--- src/logic/iosm_pkg.sv ---
/*
 * iosm_pkg: constants and state types for the port status mapper and
 * diagnostics record builder.
 * assumes: eight ports, byte-wide images, 34-byte record sent byte-serially.
 */
`default_nettype none
package iosm_pkg;
	localparam int unsigned NPORT       = 8;
	localparam int unsigned REC_LEN     = 34;
	localparam int unsigned HDR_LEN     = 24;
	localparam logic [5:0]  REC_LAST    = 6'h21;
	localparam logic [15:0] BLK_TYPE    = 16'h0002;
	localparam logic [15:0] BLK_LEN     = 16'h001e;
	localparam logic [7:0]  VER_HI      = 8'h01;
	localparam logic [7:0]  VER_LO      = 8'h00;
	localparam logic [15:0] ALARM_TYPE  = 16'h0001;
	localparam logic [31:0] API_VAL     = 32'h0000_0000;
	localparam logic [15:0] USER_STRUCT = 16'h8000;
	// station diagnostics bit positions
	localparam int unsigned SD_LINK_SHORT = 7;
	localparam int unsigned SD_ACT_WARN   = 6;
	localparam int unsigned SD_ACT_SHORT  = 5;
	localparam int unsigned SD_SENS_SHORT = 4;
	localparam int unsigned SD_EXT_ERR    = 3;
	localparam int unsigned SD_ACT_SUPPLY = 1;
	localparam int unsigned SD_SENS_SUPPLY = 0;

	typedef enum logic [1:0] {
		IOSM_IDLE = 2'b01,
		IOSM_SEND = 2'b10
	} iosm_state_t;

	typedef struct packed {
		logic [7:0]  in_img_p4;
		logic [7:0]  in_img_p2;
		logic [7:0]  out_img_p4;
		logic [7:0]  out_img_p2;
		logic [7:0]  shut_p4;
		logic [7:0]  shut_p2;
		logic [7:0]  warn_p4;
		logic [7:0]  warn_p2;
		logic [7:0]  perr;
		logic [7:0]  stn;
		logic [7:0]  perr_seen;
		logic        pending;
		iosm_state_t st;
		logic [5:0]  idx;
		logic [7:0]  byte_out;
		logic [15:0] chan;
	} iosm_regs_t;
endpackage : iosm_pkg
`default_nettype wire

--- src/logic/iosm_top.sv ---
/*
 * iosm_top: maps per-port input, output and fault states into byte images
 * and builds the 34-byte diagnostics record when new port errors appear, one record for all that arrive before it starts.
 * assumes: all inputs synchronous to mclk; slot, subslot, module id, alarm
 * specifier, channel properties and error type are steady while a record
 * is being read; the reader takes bytes with rec_ready.
 */
`timescale 1ns/1ns
`default_nettype none
module iosm_top (
	input  wire logic        mclk,
	input  wire logic        arst_n,
	input  wire logic [7:0]  in_p4,
	input  wire logic [7:0]  in_p2,
	input  wire logic [7:0]  diag_in_p2,
	input  wire logic [7:0]  diag_in_en,
	input  wire logic [7:0]  out_cmd_p4,
	input  wire logic [7:0]  out_cmd_p2,
	input  wire logic [7:0]  short_gnd_p4,
	input  wire logic [7:0]  short_gnd_p2,
	input  wire logic [7:0]  volt_fb_p4,
	input  wire logic [7:0]  volt_fb_p2,
	input  wire logic        manual_restart,
	input  wire logic [7:0]  restart_p4,
	input  wire logic [7:0]  restart_p2,
	input  wire logic [7:0]  sensor_short,
	input  wire logic        link_short,
	input  wire logic        ext_error,
	input  wire logic        actuator_supply_fault,
	input  wire logic        sensor_supply_fault,
	input  wire logic [15:0] slot_num,
	input  wire logic [15:0] subslot_num,
	input  wire logic [63:0] module_id,
	input  wire logic [15:0] alarm_spec,
	input  wire logic [15:0] chan_props,
	input  wire logic [15:0] chan_err_type,
	input  wire logic        rec_ready,
	output logic [7:0]       in_img_p4,
	output logic [7:0]       in_img_p2,
	output logic [7:0]       out_img_p4,
	output logic [7:0]       out_img_p2,
	output logic [7:0]       drive_p4,
	output logic [7:0]       drive_p2,
	output logic [7:0]       shutdown_p4,
	output logic [7:0]       shutdown_p2,
	output logic [7:0]       warning_p4,
	output logic [7:0]       warning_p2,
	output logic [7:0]       periph_err,
	output logic [7:0]       station_diag,
	output logic             rec_pending,
	output logic             rec_valid,
	output logic [7:0]       rec_byte,
	output logic             rec_last
);
	iosm_pkg::iosm_regs_t r_q;
	iosm_pkg::iosm_regs_t r_d;

	// ----------------------------------------------------------------
	// record byte lookup
	// ----------------------------------------------------------------
	function automatic logic [7:0] rec_at(input logic [5:0] i, input logic [15:0] ch);
		logic [7:0] b;
		b = 8'h00;
		unique case (i)
			6'h00: b = iosm_pkg::BLK_TYPE[15:8];
			6'h01: b = iosm_pkg::BLK_TYPE[7:0];
			6'h02: b = iosm_pkg::BLK_LEN[15:8];
			6'h03: b = iosm_pkg::BLK_LEN[7:0];
			6'h04: b = iosm_pkg::VER_HI;
			6'h05: b = iosm_pkg::VER_LO;
			6'h06: b = iosm_pkg::ALARM_TYPE[15:8];
			6'h07: b = iosm_pkg::ALARM_TYPE[7:0];
			6'h08: b = iosm_pkg::API_VAL[31:24];
			6'h09: b = iosm_pkg::API_VAL[23:16];
			6'h0a: b = iosm_pkg::API_VAL[15:8];
			6'h0b: b = iosm_pkg::API_VAL[7:0];
			6'h0c: b = slot_num[15:8];
			6'h0d: b = slot_num[7:0];
			6'h0e: b = subslot_num[15:8];
			6'h0f: b = subslot_num[7:0];
			6'h10: b = module_id[63:56];
			6'h11: b = module_id[55:48];
			6'h12: b = module_id[47:40];
			6'h13: b = module_id[39:32];
			6'h14: b = module_id[31:24];
			6'h15: b = module_id[23:16];
			6'h16: b = module_id[15:8];
			6'h17: b = module_id[7:0];
			6'h18: b = alarm_spec[15:8];
			6'h19: b = alarm_spec[7:0];
			6'h1a: b = iosm_pkg::USER_STRUCT[15:8];
			6'h1b: b = iosm_pkg::USER_STRUCT[7:0];
			6'h1c: b = ch[15:8];
			6'h1d: b = ch[7:0];
			6'h1e: b = chan_props[15:8];
			6'h1f: b = chan_props[7:0];
			6'h20: b = chan_err_type[15:8];
			6'h21: b = chan_err_type[7:0];
			default: b = 8'h00;
		endcase
		return b;
	endfunction : rec_at

	function automatic logic [15:0] low_port(input logic [7:0] v);
		logic [15:0] n;
		n = 16'h0000;
		for (int k = iosm_pkg::NPORT - 1; k >= 0; k--)
			if (v[k])
				n = 16'(k);
		return n;
	endfunction : low_port

	// ----------------------------------------------------------------
	// next state
	// ----------------------------------------------------------------
	logic [7:0] err_now;
	logic       new_err;
	logic       take;

	always_comb
	begin
		r_d = r_q;
		r_d.in_img_p4  = in_p4;
		r_d.in_img_p2  = (in_p2 & ~diag_in_en) | (diag_in_p2 & diag_in_en);
		r_d.out_img_p4 = out_cmd_p4;
		r_d.out_img_p2 = out_cmd_p2;
		// shutdown latches; auto restart once the short is gone, else wait for restart bit
		r_d.shut_p4 = (r_q.shut_p4 | (out_cmd_p4 & short_gnd_p4))
			& ~(~short_gnd_p4 & (manual_restart ? restart_p4 : 8'hff));
		r_d.shut_p2 = (r_q.shut_p2 | (out_cmd_p2 & short_gnd_p2))
			& ~(~short_gnd_p2 & (manual_restart ? restart_p2 : 8'hff));
		r_d.warn_p4 = volt_fb_p4 & ~out_cmd_p4;
		r_d.warn_p2 = volt_fb_p2 & ~out_cmd_p2;
		err_now = r_d.shut_p4 | r_d.shut_p2 | r_d.warn_p4 | r_d.warn_p2 | sensor_short;
		r_d.perr = err_now;
		r_d.stn = 8'h00;
		r_d.stn[iosm_pkg::SD_LINK_SHORT]  = link_short;
		r_d.stn[iosm_pkg::SD_ACT_WARN]    = |(r_d.warn_p4 | r_d.warn_p2);
		r_d.stn[iosm_pkg::SD_ACT_SHORT]   = |(r_d.shut_p4 | r_d.shut_p2);
		r_d.stn[iosm_pkg::SD_SENS_SHORT]  = |sensor_short;
		r_d.stn[iosm_pkg::SD_EXT_ERR]     = ext_error;
		r_d.stn[iosm_pkg::SD_ACT_SUPPLY]  = actuator_supply_fault;
		r_d.stn[iosm_pkg::SD_SENS_SUPPLY] = sensor_supply_fault;
		new_err = |(err_now & ~r_q.perr_seen);
		r_d.perr_seen = err_now;
		take = (r_q.st == iosm_pkg::IOSM_SEND) && rec_ready;
		unique case (r_q.st)
			iosm_pkg::IOSM_IDLE:
			begin
				if (r_q.pending)
				begin
					r_d.st       = iosm_pkg::IOSM_SEND;
					r_d.pending  = 1'b0;
					r_d.idx      = 6'h00;
					r_d.chan     = low_port(r_q.perr);
					r_d.byte_out = rec_at(6'h00, r_d.chan);
				end
			end
			iosm_pkg::IOSM_SEND:
			begin
				if (take)
				begin
					if (r_q.idx == iosm_pkg::REC_LAST)
						r_d.st = iosm_pkg::IOSM_IDLE;
					else
					begin
						r_d.idx      = r_q.idx + 6'h01;
						r_d.byte_out = rec_at(r_d.idx, r_q.chan);
					end
				end
			end
			default: r_d.st = iosm_pkg::IOSM_IDLE;
		endcase
		// set wins over the clear taken at record start
		if (new_err)
			r_d.pending = 1'b1;
	end

	always_ff @(posedge mclk or negedge arst_n)
	begin
		if (!arst_n)
		begin
			r_q    <= '0;
			r_q.st <= iosm_pkg::IOSM_IDLE;
		end
		else
			r_q <= r_d;
	end

	// ----------------------------------------------------------------
	// outputs
	// ----------------------------------------------------------------
	assign in_img_p4    = r_q.in_img_p4;
	assign in_img_p2    = r_q.in_img_p2;
	assign out_img_p4   = r_q.out_img_p4;
	assign out_img_p2   = r_q.out_img_p2;
	assign drive_p4     = r_q.out_img_p4 & ~r_q.shut_p4;
	assign drive_p2     = r_q.out_img_p2 & ~r_q.shut_p2;
	assign shutdown_p4  = r_q.shut_p4;
	assign shutdown_p2  = r_q.shut_p2;
	assign warning_p4   = r_q.warn_p4;
	assign warning_p2   = r_q.warn_p2;
	assign periph_err   = r_q.perr;
	assign station_diag = r_q.stn;
	assign rec_pending  = r_q.pending;
	assign rec_valid    = (r_q.st == iosm_pkg::IOSM_SEND);
	assign rec_byte     = r_q.byte_out;
	assign rec_last     = rec_valid && (r_q.idx == iosm_pkg::REC_LAST);

	// ----------------------------------------------------------------
	// checks
	// ----------------------------------------------------------------
	logic [5:0] beats_q;
	always_ff @(posedge mclk or negedge arst_n)
	begin
		if (!arst_n)
			beats_q <= 6'h00;
		else if (!rec_valid)
			beats_q <= 6'h00;
		else if (rec_ready)
			beats_q <= beats_q + 6'h01;
	end
endmodule : iosm_top
`default_nettype wire

--- config.mk ---
export PLATFORM = sky130hd
export DESIGN_NAME = iosm_top
export DESIGN_NICKNAME = d
export VERILOG_FILES = /design/src/logic/iosm_pkg.sv /design/src/logic/iosm_top.sv
export SDC_FILE = /design/constraint.sdc
export NUM_CORES = 1
export LEC_CHECK = 0
export ABC_AREA = 1
export BUFFER_PORTS_ARGS = -buffer_cell sky130_fd_sc_hd__buf_2
export CORE_AREA = 2 2 140 142
export CTS_BUF_LIST = sky130_fd_sc_hd__clkbuf_4 sky130_fd_sc_hd__clkbuf_8
export DETAILED_ROUTE_END_ITERATION = 6
export DIE_AREA = 0 0 142 144
export PLACE_DENSITY = 0.66
export REMOVE_ABC_BUFFERS = 1
export SETUP_SLACK_MARGIN = 0.4
export SLEW_MARGIN = 20
export SYNTH_ARGS = -nofsm -noshare
export SYNTH_HDL_FRONTEND = slang
export SYNTH_SLANG_ARGS = --single-unit
--- constraint.sdc ---
create_clock -name mclk -period 5.9 [get_ports mclk]
set_input_delay 0.885 -clock mclk [delete_from_list [all_inputs] [get_ports mclk]]
set_output_delay 0.885 -clock mclk [all_outputs]
set_load 0.01 [all_outputs]
### After elaboration in Yosys (flattened, before gate mapping)

Cells that the tools add are included.

* register bits: 112
* bits of input ports: 256
* output and inout bits: 107
* word-level logic and storage cells: 110

* muxes and demuxes: 19
* add/sub/neg operators: 1
* bitwise operators: 31
* equal/unequal tests: 32
* reductions and logical operators: 12

Operators by type and width (number)
* $pmux W8 S24: 1
* $mux W16: 8
* $and A8 B8 Y8: 13
* $eq A6 B5 Y1 const B: 15
* $not A8 Y8: 10
* $or A8 B8 Y8: 8
* $mux W32: 1
* $reduce_or A8 Y1: 4
* $pmux W14 S2: 1
* $eq A6 B4 Y1 const B: 4
* $eq A6 B6 Y1 const B: 3
* $mux W8: 2
* $mux W14: 1
* $eq A6 B3 Y1 const B: 2
* $add A6 B1 Y6 const B: 1
* $eq A6 B1 Y1 const B: 1
* $eq A6 B2 Y1 const B: 1
* $ne A2 B1 Y1 const B: 2
* $ne A2 B2 Y1 const B: 2
* $pmux W2 S2: 1
* $reduce_and A4 Y1: 1
* $reduce_bool A2 Y1: 2
* $mux W3: 1
* $reduce_and A3 Y1: 1
* 7 further kinds: 9

### Depth between registers and ports, before layout

Gate-level depths: netlist of the first run.

* depth in word-level cells: 11
* depth in mapped cells: 14
* mapped depth without buffers: 14

### Least setup slack after synthesis of the first run

No wires, ideal clock.

* path kind: reg2reg
* from: register r_q[24] (netlist name)
* to: register r_q (netlist bit rec_byte[0])
* required time: 5781 ps
* library setup time: 119 ps
* cell stages (with the launch flop): 14
* slack: 3919 ps
* arrival time: 1861 ps
* buffers on the path: 1
* clock period less this slack: 1981 ps
* path through: dfrtp_1 > ha_1 > nand3_1 > nand2_1 > nand2_2 > nand3_4 > buf_8 > nor2_4 > nor2_1 > nand2_1 > nor2_1 > nand3_2 > nand2_4 > o21ai_2

* cells in the longest elaborated chain, start to end: 7
* elaborated cells between the ends (all ways): 34
* those cells by class: 1 x add/sub; 27 x eq/ne; 4 x mux; 2 x reduce/logical

Ends and longest elaborated chain
* start: declaration: line iosm_top.sv:55 `iosm_pkg::iosm_regs_t r_q;`
* start signal: assignment: line iosm_top.sv:187 `r_q <= r_d;`
* $add A6 B1 Y6: line iosm_top.sv:167 `r_d.idx = r_q.idx + 6'h01;`
* $eq A6 B3 Y1: line iosm_top.sv:64 `unique case (i)`
* $reduce_or A2 Y1 (no source line)
* $pmux W8 S24: line iosm_top.sv:64
* $mux W14: line iosm_top.sv:163 `if (r_q.idx == iosm_pkg::REC_LAST)`
* $mux W16: line iosm_top.sv:161 `if (take)`
* $pmux W14 S2: line iosm_top.sv:147 `unique case (r_q.st)`

Parallel ways exist; a longest one is shown, timed or not. The select of a mux whose other input is x is not followed.
A chain may end at the register's enable or synchronous reset.

### Worst setup path in the final report of the first run

* from: register r_q[24] (netlist name)
* to: register r_q (netlist bit rec_byte[3])

The elaborated chain is that of the path after synthesis.

==> results of run 1 <==
routing by layer:
metal	global-route usage, %	up-vias	wire length [um]
met2	38.5	340	11700
li1	-	3148	-
met5	0	-	13
met4	10.2	2	678
met3	4.93	41	1850
met1	24.8	2906	8850
synth_stat cells:
master	number	area share, %
o22ai_1	12	1.2
a21oi_1	3	0.24
mux2_2	8	1.5
buf_2	2	0.16
nor4_1	5	0.51
clkbuf_1	1	0.061
nand3b_1	1	0.12
nor2_1	121	7.3
nand3_2	3	0.49
nor3_1	3	0.24
nand4_1	5	0.51
o21ai_0	38	3.1
a21o_1	1	0.12
nor3b_1	2	0.24
ha_1	5	1.0
inv_1	68	4.1
a31oi_1	2	0.20
nand2_2	3	0.30
nor2_2	13	1.3
dfrtp_1	98	40
nand3_4	1	0.28
nand2_4	1	0.18
nor2_4	5	0.91
a221oi_1	3	0.43
o21a_1	3	0.36
buf_8	1	0.24
dfstp_2	1	0.43
conb_1	1	0.061
or2_2	1	0.10
o21ai_2	8	1.1
buf_4	95	12
o31ai_1	1	0.12
o41ai_1	1	0.14
o21bai_2	1	0.18
nand2_1	227	14
inv_2	2	0.12
nand3_1	93	7.5
cell type report:
class	count	area [um^2]	share of cell area (%)
Multi-Input combinational cell	571	2700	34.8
Clock inverter	6	56.3	0.726
Sequential cell	99	2480	32.0
Tap cell	238	298	3.84
Inverter	70	263	3.39
Antenna cell	3	7.51	0.0968
Timing Repair Buffer	362	1820	23.4
Clock buffer	10	138	1.78
worst max-delay path, cell delays in order, from the launching register on:
cell	delay [ps]
dfrtp_1	500
ha_1	300
inv_1	90
nand2_1	50
nand2_1	180
nand3_1	210
nor2_2	610
o21ai_0	250
nand2_1	100
nor2_1	50
nand3_2	90
nand2_4	110
o21ai_2	140
power groups by stage:
stage | clock network, uW | registers (uW) | logic [uW]
2_1_floorplan | 0 | 807 | 229
3_3_place_gp | 0 | 795 | 502
3_5_place_dp | 0 | 797 | 502
4_1_cts | 458 | 784 | 505
5_1_grt | 484 | 793 | 552
6_report | 441 | 783 | 499
per-stage QoR:
stage / hold slack, ps / setup slack (ps) / utilization [%] / area [um^2] / cells
CTS: 456 / 3180 / 40.6 / 7750 / 1356
floorplan: 447 / 3760 / - / 5440 / 740
finish: 450 / 3140 / 40.6 / 7750 / 1359
detailed placement: 470 / 3220 / 39.6 / 7550 / 1340
global placement: 470 / 3260 / 39.6 / 7550 / 1340
global route: 466 / 2920 / 40.6 / 7750 / 1359
worst min path at each step:
stage,from,to
floorplan,r_q[2],r_q[2]
detailed placement,r_q[33],r_q[0]
global placement,r_q[33],r_q[0]
finish,arst_n,shutdown_p4[1]
CTS,arst_n,out_img_p4[1]
global route,arst_n,out_img_p4[1]
kinds of logic (layout without fill, tap and decap cells):
group	count (synthesis)	after routing	synth area share, %
AND/OR/NAND/NOR	484	484	33.9
buffers and inverters	169	448	16.3
flip-flops	99	99	40.1
AO/OA/AOI/OAI	73	73	7.23
multiplexers	8	8	1.46
adder cells (fa/ha/maj)	5	5	1.01
other	1	4	0.0607
==> metrics, run 1 <==
Post-Synthesis Cell Area=0.00618 mm^2; Syn. warnings=0; Port Buffers=361; Initial Util=32.4%; worst-skew pair later-pin latency=370 ps; status=completed; critical path data required time=6210 ps; hpwl dp=19000 um; Layout Skew=15.9 ps; Setup crit start kind=flip-flop; layout cell share with drive strength beyond 1=38.0%; Final Max Slew Viols=0; Worst-Margin Slew=876 ps; RSZ-0062 raised after global routing=no; switching pwr=634 uW; CTS H-Tree Depth=3; Worst R2R Start=r_q[24]; VDD IR-drop max=145 uV; setup bufs post-CTS=0; final WL=23100 um; commonest non-fill, non-tap cells in the layout=360 x buf_2, 227 x nand2_1, 121 x nor2_1; crit path capture=rec_byte[3]; reg2reg setup slack=3140 ps; Clock Root Buffer=clkbuf_8; Setup TNS=0 ps; Worst R2R Path Depth=12; clock sink count=99; worst setup path startpoint=r_q[24]; total chip power=1720 uW; fin crit period=2760 ps; commonest non-fill, non-tap cell in the layout=buf_2; CTS Hold Bufs=0; crit share post-route=46.7%; WP data arrival=3060 ps; power per cell area=222 mW/mm^2; reg2reg end=rec_byte[3]; initial antenna violation count=4; drt drc=0; fmax=0.363 GHz; Comb power frac=29.0%; post-layout net count=1374; Mapped Cells=839; clock transition at the registers of the reported paths=110 ps; CTS buffer count=9; average size of a mapped cell=7.37 um^2; chip width=142 um; Setup Crit Path Kind=reg -> reg; total gr overflow=0; DRT iter0 DRCs=403; core area=0.0191 mm^2; leakage=0.00437 uW; vias in the first global route=6127; Vias/cell=4.74; Largest register FFs=19; number of fill cells in the layout=2037; Netlist cell types=37; IO Pins=363; Hold Violations, Final=0; sw frac=36.8%; largest net degree at the start of global routing=67; Max Cap Viol=0; Flop pwr share=45.4%; crit-path max FO=15; Post-DRT Antenna Nets=0; 1st-pass router iterations=4; area delta synth->final=25.5%; Largest Register=r_q; die area=0.0204 mm^2; first-pass GRT wire length=33300 um; Final Setup Violations=0; final RePlAce weighted congestion=0.953; Worst Hold Class=in -> async; Cell Int Power=1090 uW; Clock Power Share=25.6%; floorplan row count=51; gr usage total=21.7%; Via Count=6437; DR WL/cell=17.0 um; Die Y=144 um; relative slew slack=41.4%; FF+latch count, synth=99; worst-case clock buffer depth=2; CTS tree=built; sequential fraction of the synthesis area=40.1%; Crit. End Element=flip-flop; number of gates resized after CTS=0
Note: power is estimated with default switching activity, not from simulation.
==> inputs of run 2 (changes only) <==
Settings changed: CORE_AREA 2 2 140 142 to 2 2 142 144, DIE_AREA 0 0 142 144 to 0 0 144 146, PLACE_DENSITY 0.66 to 0.67.
Clock period 5.9 ns to 2.2 ns, I/O delays scaled along.
==> metrics, run 2 (synthesis results as in run 1) <==
DRT iter0 DRCs=396; final RePlAce weighted congestion=0.989; total gr overflow=0; Die Y=146 um; Layout Skew=9.01 ps; clock transition at the registers of the reported paths=110 ps; Largest Register=r_q; clock sink count=99; FF/Latch Area=0.00248 mm^2; number of fill cells in the layout=2023; critical path data required time=2520 ps; leakage=0.00472 uW; multi-input logic area=0.00292 mm^2; vias in the first global route=6569; Port Buffers=361; Hold Violations, Final=0; Post-DRT Antenna Nets=0; Initial Util=32.0%; final WL=25000 um; layout cell share with drive strength beyond 1=43.7%; DR WL/cell=17.4 um; core area=0.0193 mm^2; relative slew slack=67.0%; hpwl dp=20500 um; worst-case clock buffer depth=2; Clock Root Buffer=clkbuf_8; crit share post-route=94.8%; Final Max Slew Viols=0; CTS tree=built; WP data arrival=2410 ps; power per cell area=582 mW/mm^2; fin crit period=2090 ps; gr usage total=22.8%; hold_sp=in_p4[2]; worst setup path startpoint=r_q[24]; commonest non-fill, non-tap cell in the layout=buf_2; VDD IR-drop max=369 uV; worst-skew pair later-pin latency=390 ps; Setup Crit Path Kind=reg -> reg; Worst R2R Start=r_q[24]; largest net degree at the start of global routing=42; Cell Int Power=3110 uW; status=completed; initial antenna violation count=3; drt drc=0; RSZ-0062 raised after global routing=yes; chip width=144 um; Setup crit start kind=flip-flop; Max Cap Viol=0; sw frac=37.4%; commonest non-fill, non-tap cells in the layout=360 x buf_2, 223 x nand2_1, 107 x nor2_1; first-pass GRT wire length=36000 um; Largest register FFs=19; Worst-Margin Slew=491 ps; Flop pwr share=41.7%; CTS buffer count=9; area delta synth->final=38.3%; crit-path max FO=8; 1st-pass router iterations=5; fmax=0.479 GHz; Worst Hold Class=in -> reg; Crit. End Element=flip-flop; Via Count=6733; post-layout net count=1428; IO Pins=363; Vias/cell=4.68; die area=0.0210 mm^2; Final Setup Violations=0; Clock Power Share=23.4%; switching pwr=1860 uW; floorplan row count=51; hold_ws=41.4 ps; Comb power frac=34.8%; total chip power=4970 uW; CTS H-Tree Depth=3
-- run 2: cell count changes in the layout (fill, tap and decap cells not counted), moves of 4 or more --
| cell | delta |
|---|---|
| buf_12 | +7 |
| nor2_4 | +13 |
| buf_4 | +41 |
| inv_1 | -4 |
| nor2_1 | -14 |
| inv_2 | +4 |
| nand3_4 | +4 |
| nand2_1 | -4 |
| nand3_1 | -6 |
-- run 2: path summary, 6_finish.rpt --
| kind | end | depth (start not counted) | slack (ps) |
|---|---|---|---|
| min | in_img_p4[2] | 1 | 40 |
| max | rec_byte[7] | 15 | 110 |
| max reg2reg | rec_byte[7] | 15 | 110 |
| max in group asynchronous | rec_byte[4] | 3 | 1190 |
| min in group asynchronous | in_img_p2[4] | 2 | 380 |
| min reg2reg | rec_byte[1] | 2 | 510 |
-- run 2: power groups by stage --
stage	combinational (uW)	clock, uW	sequential, uW
floorplan	614	0	2160
global placement	1570	0	2110
detailed placement	1570	0	2110
CTS	1680	1210	2070
global route	1880	1280	2100
finish	1730	1170	2070
-- run 2: through the flow --
stage / setup WS [ps] / area, um^2 / TNS [ps] / cells / util (%)
2_1_floorplan: 58.7 / 5440 / 0 / 740 / -
3_3_place_gp: -12.1 / 7860 / -69.2 / 1398 / 40.6
3_5_place_dp: -60.4 / 7860 / -434 / 1398 / 40.6
4_1_cts: 133 / 8390 / 0 / 1430 / 43.4
5_1_grt: 24.3 / 8550 / 0 / 1439 / 44.2
6_report: 114 / 8550 / 0 / 1439 / 44.2
-- run 2: critical path, stage by stage (launching register included) --
cell and delay (ps):
dfrtp_1 410, ha_2 220, nand3_1 90, nand2_1 60, nand2_2 100, nand3_4 110
buf_12 150, buf_16 140, nor2_4 140, buf_4 140, nand2_1 50, nand2_1 70
nor2_2 50, nand2_1 120, nor2_2 70, o21ai_2 110
-- run 2: final cells by class --
cell class / count / share of cell area [%]
Multi-Input combinational cell: 571 / 34.1
Sequential cell: 99 / 29.0
Inverter: 70 / 3.07
Antenna cell: 2 / 0.0585
Clock inverter: 6 / 0.659
Clock buffer: 10 / 1.54
Timing Repair Buffer: 416 / 27.6
Tap cell: 265 / 3.88
-- run 2: routing by layer --
| metal | track usage [%] | part of all wire [%] | up-vias |
|---|---|---|---|
| met1 | 25.3 | 37 | 3046 |
| met4 | 9.51 | 3.8 | 2 |
| met5 | 0 | 0.044 | - |
| met2 | 41.7 | 51 | 372 |
| met3 | 4.48 | 8.3 | 54 |
| li1 | - | - | 3259 |
-- run 2: what timing repair did --
item / 4_1_cts / 5_1_grt
cloned: 1 / 1
hold buffers: 1 / 0
endpoints found under the hold margin: 21 / 0
gates resized for setup: 42 / 20
setup buffers: 14 / 6
setup endpoints to repair: 17 / 18
pin swaps: 20 / 12
